### config.mk
export PLATFORM = sky130hd
export DESIGN_NAME = dual_parallel_io_ports
export DESIGN_NICKNAME = d
export VERILOG_FILES = /design/src/gpio_pkg.sv /design/src/dual_parallel_io_ports.sv
export VERILOG_INCLUDE_DIRS = /design/src
export SDC_FILE = /design/constraint.sdc
export NUM_CORES = 1
export LEC_CHECK = 0
export ABC_AREA = 0
export BUFFER_PORTS_ARGS = -buffer_cell sky130_fd_sc_hd__buf_2
export CORE_MARGIN = 2
export CORE_UTILIZATION = 54
export CTS_BUF_LIST = sky130_fd_sc_hd__clkbuf_4
export DETAILED_ROUTE_END_ITERATION = 10
export GPL_TIMING_DRIVEN = 0
export PLACE_DENSITY = 0.85
export SLEW_MARGIN = 40
export SYNTH_ARGS = -nofsm -noshare
export SYNTH_HDL_FRONTEND = slang
export SYNTH_SLANG_ARGS = --single-unit
### constraint.sdc
create_clock -name sys_clk -period 2.25 [get_ports sys_clk]
set_input_delay 0.1125 -clock sys_clk [delete_from_list [all_inputs] [get_ports sys_clk]]
set_output_delay 0.1125 -clock sys_clk [all_outputs]
set_load 0.01 [all_outputs]
### src/gpio_regs.svh
// Register offsets, field positions and reset values of the port block
// How it works
// - Six-line port, each line input or output
// - Eight-line port, each line input or output
// - Direction one drives, zero reads pin
// - Reset clears both direction registers
// - Output line reads back its latch
// - Write updates latch, drives when output
// - Input line reads the pin level
// - Six-line data 0000, direction 0004
// - Eight-line data 0002, direction 0006
// - Reset leaves output latches unchanged
// - Unused six-line upper bits read zero
// - Optional low-level line interrupt, ORed
// - Optional capture feed from line 0
// - Compare option: line 1 latch never driven
// - Compare line reads timer compare or latch by direction
`ifndef GPIO_REGS_SVH
`define GPIO_REGS_SVH
`define SIX_DATA_OFS    16'h0000
`define EIGHT_DATA_OFS  16'h0002
`define SIX_DIR_OFS     16'h0004
`define EIGHT_DIR_OFS   16'h0006
`define INT_STATUS_OFS  16'h0008
`define INT_MASK_OFS    16'h000A
`define DIR_RESET       8'h00
`define MASK_RESET      8'h00
`define STATUS_RESET    8'h00
`define STATUS_EXT_BIT  0
`define STATUS_CAP_BIT  1
`endif

### src/gpio_pkg.sv
// Types shared by the port block
package gpio_pkg;
  typedef logic [7:0]  byte_t;
  typedef logic [15:0] addr_t;
endpackage

### src/dual_parallel_io_ports.sv
// Two parallel I/O ports with register access and event interrupt
//
// Our own choice: the address-and-strobe port.
`timescale 1ns/1ps
`include "gpio_regs.svh"
module dual_parallel_io_ports
  import gpio_pkg::*;
#(
  parameter int        SIX_WIDTH   = 6,
  parameter logic [5:0] IRQ_OPTION = 6'h00,
  parameter bit        CAP_OPTION  = 1'b0,
  parameter bit        CMP_OPTION  = 1'b0
) (
  input  wire logic        sys_clk,
  input  wire logic        resetn,
  input  wire addr_t       addr,
  input  wire byte_t       wrData,
  input  wire logic        wrStrobe,
  input  wire logic        rdStrobe,
  output byte_t            rdData,
  input  wire logic [5:0]  sixLinePortPinsIn,
  output logic [5:0]       sixLinePortPinsOut,
  output logic [5:0]       sixLinePortPinsOeN,
  input  wire logic [7:0]  eightLinePortPinsIn,
  output logic [7:0]       eightLinePortPinsOut,
  output logic [7:0]       eightLinePortPinsOeN,
  input  wire logic        irqPinN,
  input  wire logic        timerCompareOutput,
  output logic             timerCaptureInput,
  output logic             extIrqRequest,
  output logic             irqOut
);

  byte_t       sixLatch_reg;
  byte_t       eightLatch_reg;
  byte_t       sixDir_reg;
  byte_t       eightDir_reg;
  byte_t       status_reg;
  byte_t       mask_reg;
  logic [5:0]  sixMeta_reg;
  logic [5:0]  sixSync_reg;
  logic [7:0]  eightMeta_reg;
  logic [7:0]  eightSync_reg;
  logic        irqMeta_reg;
  logic        irqSync_reg;
  logic        cmpMeta_reg;
  logic        cmpSync_reg;
  logic        extReqPrev_reg;
  logic        capPrev_reg;
  logic [5:0]  sixRead;
  logic [7:0]  eightRead;
  logic        extReq_next;
  logic        cap_next;
  byte_t       rdData_next;
  byte_t       status_next;

  // Two-stage synchronisers on every pin before any logic looks at it
  always_ff @(posedge sys_clk) begin
    sixMeta_reg   <= sixLinePortPinsIn;
    sixSync_reg   <= sixMeta_reg;
    eightMeta_reg <= eightLinePortPinsIn;
    eightSync_reg <= eightMeta_reg;
    irqMeta_reg   <= irqPinN;
    irqSync_reg   <= irqMeta_reg;
    cmpMeta_reg   <= timerCompareOutput;
    cmpSync_reg   <= cmpMeta_reg;
  end

  // Output latches have no reset so software state survives a pin reset
  // latches not reset
  always_ff @(posedge sys_clk) begin
    if (wrStrobe && addr == `SIX_DATA_OFS) begin
      sixLatch_reg <= {2'b00, wrData[5:0]};
    end
    if (wrStrobe && addr == `EIGHT_DATA_OFS) begin
      eightLatch_reg <= wrData;
    end
  end

  // Direction registers
  always_ff @(posedge sys_clk) begin
    if (!resetn) begin
      sixDir_reg   <= `DIR_RESET;
      eightDir_reg <= `DIR_RESET;
    end else begin
      if (wrStrobe && addr == `SIX_DIR_OFS) begin
        sixDir_reg <= {2'b00, wrData[5:0]};
      end
      if (wrStrobe && addr == `EIGHT_DIR_OFS) begin
        eightDir_reg <= wrData;
      end
    end
  end

  // Pin drivers; enable is active low, no drive while latch is unknown
  // matters only once direction is set, which software does after writing
  always_ff @(posedge sys_clk) begin
    if (!resetn) begin
      sixLinePortPinsOut   <= 6'h00;
      sixLinePortPinsOeN   <= 6'h3F;
      eightLinePortPinsOut <= 8'h00;
      eightLinePortPinsOeN <= 8'hFF;
    end else begin
      sixLinePortPinsOut   <= sixLatch_reg[5:0];
      sixLinePortPinsOeN   <= ~sixDir_reg[5:0];
      eightLinePortPinsOut <= eightLatch_reg;
      eightLinePortPinsOeN <= ~eightDir_reg;
      if (CMP_OPTION) begin
        eightLinePortPinsOut[1] <= cmpSync_reg;
        eightLinePortPinsOeN[1] <= 1'b0;
      end
    end
  end

  // Read-back mux per line
  // output reads latch
  always_comb begin
    sixRead   = (sixDir_reg[5:0] & sixLatch_reg[5:0])
              | (~sixDir_reg[5:0] & sixSync_reg);
    eightRead = (eightDir_reg & eightLatch_reg)
              | (~eightDir_reg & eightSync_reg);
    if (CMP_OPTION) begin
      eightRead[1] = eightDir_reg[1] ? eightLatch_reg[1] : cmpSync_reg;
    end
  end

  // Address decode for reads; unmapped offsets answer zero
  always_comb begin
    rdData_next = 8'h00;
    case (addr)
      `SIX_DATA_OFS:   rdData_next = {2'b00, sixRead};
      `SIX_DIR_OFS:    rdData_next = {2'b00, sixDir_reg[5:0]};
      `EIGHT_DATA_OFS: rdData_next = eightRead;
      `EIGHT_DIR_OFS:  rdData_next = eightDir_reg;
      `INT_STATUS_OFS: rdData_next = status_reg;
      `INT_MASK_OFS:   rdData_next = mask_reg;
      default:         rdData_next = 8'h00;
    endcase
  end

  // Read data stands only in the cycle after the strobe
  always_ff @(posedge sys_clk) begin
    if (!resetn) begin
      rdData <= 8'h00;
    end else begin
      rdData <= rdStrobe ? rdData_next : 8'h00;
    end
  end

  // External request: dedicated pin or any optioned six-line line reading low (pin if input, latch if output)
  // level request ORed
  always_comb begin
    extReq_next = ~irqSync_reg
                | (|(IRQ_OPTION & ~sixRead));
    cap_next = CAP_OPTION ? eightRead[0] : 1'b0;
  end

  // Request and capture outputs registered
  always_ff @(posedge sys_clk) begin
    if (!resetn) begin
      extIrqRequest     <= 1'b0;
      timerCaptureInput <= 1'b0;
      // Track live levels in reset so a line that is already low or high
      // when reset lifts does not raise a false edge event
      extReqPrev_reg    <= extReq_next;
      capPrev_reg       <= cap_next;
    end else begin
      extIrqRequest     <= extReq_next;
      timerCaptureInput <= cap_next;
      extReqPrev_reg    <= extReq_next;
      capPrev_reg       <= cap_next;
    end
  end

  // Sticky status: request rise and capture edge; a set beats a clear
  always_comb begin
    status_next = status_reg;
    if (wrStrobe && addr == `INT_STATUS_OFS) begin
      status_next = status_reg & ~wrData;
    end
    if (extReq_next && !extReqPrev_reg) begin
      status_next[`STATUS_EXT_BIT] = 1'b1;
    end
    if (cap_next != capPrev_reg) begin
      status_next[`STATUS_CAP_BIT] = 1'b1;
    end
    status_next[7:2] = 6'h00;
  end

  // Status, mask and the level interrupt line
  always_ff @(posedge sys_clk) begin
    if (!resetn) begin
      status_reg <= `STATUS_RESET;
      mask_reg   <= `MASK_RESET;
      irqOut     <= 1'b0;
    end else begin
      status_reg <= status_next;
      if (wrStrobe && addr == `INT_MASK_OFS) begin
        mask_reg <= {6'h00, wrData[1:0]};
      end
      irqOut <= |(status_next & mask_reg);
    end
  end

endmodule

Yosys cells after proc, flatten, opt, wreduce, memory -nomap -nowiden
Cells that the tools add are included.
Widths: inputs -> output; s select.

storage, ports and cells
  input bits = 44
  logic and storage cells = 51
  flip-flop bits (word level) = 101

operators by class
  equality and inequality tests = 5
  reductions and logical operators = 11
  multiplexer cells = 3
  bitwise operators = 12

operators with widths
  kind                 count
  $pmux 8 s6           1
  $eq 16x3->1 const B  2
  $eq 16x4->1 const B  2
  $and 8x8->8          2
  $eq 16x2->1 const B  1
  $logic_not 16->1     1
  $and 6x6->6          2
  $not 8->8            1
  $or 8x8->8           1
  $reduce_or 8->1      1
  $logic_and 1x1->1    7
  $not 6->6            1
  $or 6x6->6           1
  $and 2x2->2          2
  $mux 2               1
  $not 2->2            1
  $reduce_and 2->1     1
  $logic_not 1->1      1
  $mux 1               1
  $not 1->1            1

Depth between registers and ports, before layout
  depth after elaboration = 6
  depth in mapped cells = 6

Worst setup path before layout
Ideal clock, no wire load.

  path type = input -> register
  start = input port addr[8]
  end = register sixLatch_reg[0] (enable)
  arrival time = 1.510 ns
  stages = 4
  slack = 0.354 ns
  path buffers = 1
  path through = nor4_4 -> nand4_1 -> clkbuf_1 -> nor4_1

between the ends
  word-level cells in the longest chain between the ends = 2

ends and longest elaborated chain
  item                         RTL line                      source
  start, declared              dual_parallel_io_ports.sv:16  input wire addr_t addr,
  $logic_not 16->1             --
  $logic_and 1x1->1 (no line)  --
  end signal, assigned         dual_parallel_io_ports.sv:73  sixLatch_reg <= {2'b00, wrData[5:0]};
  end, declared                dual_parallel_io_ports.sv:34  byte_t sixLatch_reg;

No other way between the ends.
A chain may end at the register's enable or synchronous reset.

Worst setup path after layout
  start = input port addr[3]
  end = register eightLatch_reg[6] (enable)

between the ends
  word-level cells in the longest chain between the ends = 2

ends and longest elaborated chain
  item                         RTL line                      source
  $eq 16x2->1                  --
  $logic_and 1x1->1 (no line)  --
  end signal, assigned         dual_parallel_io_ports.sv:76  eightLatch_reg <= wrData;
  end, declared                dual_parallel_io_ports.sv:35  byte_t eightLatch_reg;

No other way between the ends.

==> metrics <==
Sw Share=0.232; Final ANT Viol Nets=0; CTS sink cnt=between 100 and 150; Final Hold Fails=0; Leak=~0.0016 uW; Ports=83; CTS tree=yes; Worst-Margin Slew=just under 0.6 ns; Worst-Skew Late Latency=roughly 0.43 ns; H-tree levels=3; RSZ-0062 raised after global routing=no; largest net degree at the start of global routing=17; core box area=0.00589 mm^2; # rows=28; Final setup violation count=0; Clock transition at path regs=0.14 ns; wire per inst=15.9 um; fin crit period=approximately 1.8 ns; max-cap viol count=0; CP peak stage delay=~0.6 ns; utilization after layout=0.703; drt pass-1 iters=5; clock buffer depth=2; Mean Syn Cell Area=~11 um^2; initial antenna violation count=0; # DRC=0; clock power share=0.277; Yosys top cell by area=dfxtp_1; Final Net Count=455; # Post-CTS Setup Buffers=0; ys async rst share=0; #FFs+latches synth=101; setup ws final=0.485 ns; pwr/cell area=~700 mW/mm^2; Area Growth Syn to Fin=26.8%; Slew headroom=0.605; layout cells sized above 1=0.264; vias in the first global route=2541; die width=just over 80 um; Seq pwr share=0.657; DP Worst Slack=-0.0857 ns; fin. max-slew vios=0; root buffer cell=clkbuf_4; top cells by area, synth=dfxtp_1, edfxtp_1, nand3_1; die area=~0.0067 mm^2; Hold Crit Class=in2reg; Inserted Clock Buffers=9; GPL Wtd Cong=between 0.8 and 0.9; critical path class=in2reg; first-pass GRT wire length=between 10000 and 15000 um; outcome=finished, final reports clean; Power Internal=around 2200 uW; Fmax=567 MHz; CP Launch Type=primary input; number of antenna diodes=0; vias=between 2000 and 3000; cell with the most instances after synthesis=dfxtp_1; Crit Path Max Fanout=10; Via density=about 5.5; Detailed Place HPWL=between 5000 and 6000 um; height of the die=around 82 um; post-route cell area=about 0.0041 mm^2; port bufs=80; Worst VDD drop=401 uV; Synth Flop Type=dfxtp_1; Critical Path RT=approximately 2.3 ns; top post-synthesis cells by count=dfxtp_1, nand2_1, nand3_1; Mapped Area=approximately 0.0033 mm^2; post-route setup TNS=0 ns; sequential area share after synthesis=0.662; Post-synth EDFFs=14; initial DRC count=294; Starting Density=0.555; Fin Hold WS=~0.25 ns; Synth Instances=295; filler cell count=approximately 440; Yosys cell types=39; slowest cell on the critical path=nor2_2; top-area cell type share of the netlist area=0.533; NetSw=between 600 and 700 uW; worst path arrival time=roughly 1.8 ns; yosys warns=0; syn nets=between 300 and 400; drt total wl=roughly 8000 um; CP Cell Sequence=buf_2, clkbuf_1, nor4b_1, nand4_1, nor2_2; gr usage total=0.239; grt ovf=0; Comb power frac=0.066; placed inst area=0.00377 mm^2; crit path capture type=flop; final worst-path cycle share=0.784; post-cts repair resize count=0; Clock Skews=0.0174 ns
placed cells by master, fill, tap and decap left out, types with 2 or more instances in the layout:
master / netlist / final
dfxtp_1: 87 / 87
buf_2: 5 / 85
dlygate4sd3_1: 0 / 25
nand2_1: 23 / 23
nand3_1: 19 / 19
nor2_1: 17 / 16
o21ai_1: 16 / 16
a21oi_1: 16 / 16
and2_1: 14 / 14
edfxtp_1: 14 / 14
o21ai_0: 12 / 12
clkbuf_1: 11 / 11
clkbuf_4: 0 / 10
mux2i_1: 6 / 6
inv_1: 5 / 5
and3_1: 4 / 4
a32oi_1: 4 / 4
o32ai_1: 4 / 4
o21a_1: 4 / 4
nor3_1: 3 / 3
nor4_4: 2 / 3
nand4_1: 3 / 3
or3b_2: 2 / 2
or2_1: 2 / 2
a211oi_1: 2 / 2
mux2_1: 2 / 2
mux2_2: 2 / 2
a221o_1: 2 / 2
clkinv_1: 0 / 2
routing by layer:
layer | track usage | up-vias | wire (um)
met5 | 0 | - | 0
met4 | 0.152 | 0 | 248
met3 | 0.0495 | 28 | 667
met2 | 0.382 | 156 | 3710
met1 | 0.296 | 1234 | 3200
li1 | - | 1259 | -
power groups by stage:
stage               Clock [uW]  Combinational (uW)  Sequential [uW]
floorplan                    0                62.8             1920
global placement             0                 144             1910
detailed placement           0                 149             1920
CTS                        801                 183             1880
global route               876                 203             1880
finish                     790                 188             1880
cells by family after synthesis:
| family | after synthesis | synth area share |
|---|---|---|
| compound gates | 62 | 0.114 |
| mux | 10 | 0.0322 |
| simple gates | 97 | 0.159 |
| other cells | 1 | 0.00115 |
| flops | 101 | 0.662 |
| buf+inv | 24 | 0.0310 |
worst max-delay path, delay by kind of cell:
kind / cells / cell delay (ns)
buf+inv: 2 / 0.37
simple gates: 3 / 1.34
area by class of cell:
class	instances	area, um^2	area share
clock inverter	6	37.5	0.00907
timing repair buffer	105	651	0.157
inverter	6	22.5	0.00544
multi-input combinational	170	1020	0.246
clock buffer	10	75.1	0.0181
sequential	101	2160	0.522
buffer	18	78.8	0.0190
tap	75	93.8	0.0227
final timing paths:
kind	end	slack [ns]	depth (start not counted)	from
setup / recovery	eightLatch_reg[6]	0.48	5	addr[3]
hold / removal	rdData[7]	0.25	5	addr[13]
setup reg to reg	rdData[1]	0.87	4	eightDir_reg[1]
hold reg to reg	sixSync_reg[2]	0.34	0	sixMeta_reg[2]
timing repair:
action	CTS	global route
hold buffers	25	0
setup endpoints to repair	0	0
endpoints found under the hold margin	46	0
stage by stage:
step / cells / power [uW]
3_5_place_dp: 450 / 2060
4_1_cts: 491 / 2860
3_3_place_gp: 450 / 2060
5_1_grt: 491 / 2960
2_1_floorplan: 295 / 1980
6_report: 491 / 2850
Power figures use the tool's default switching activity.
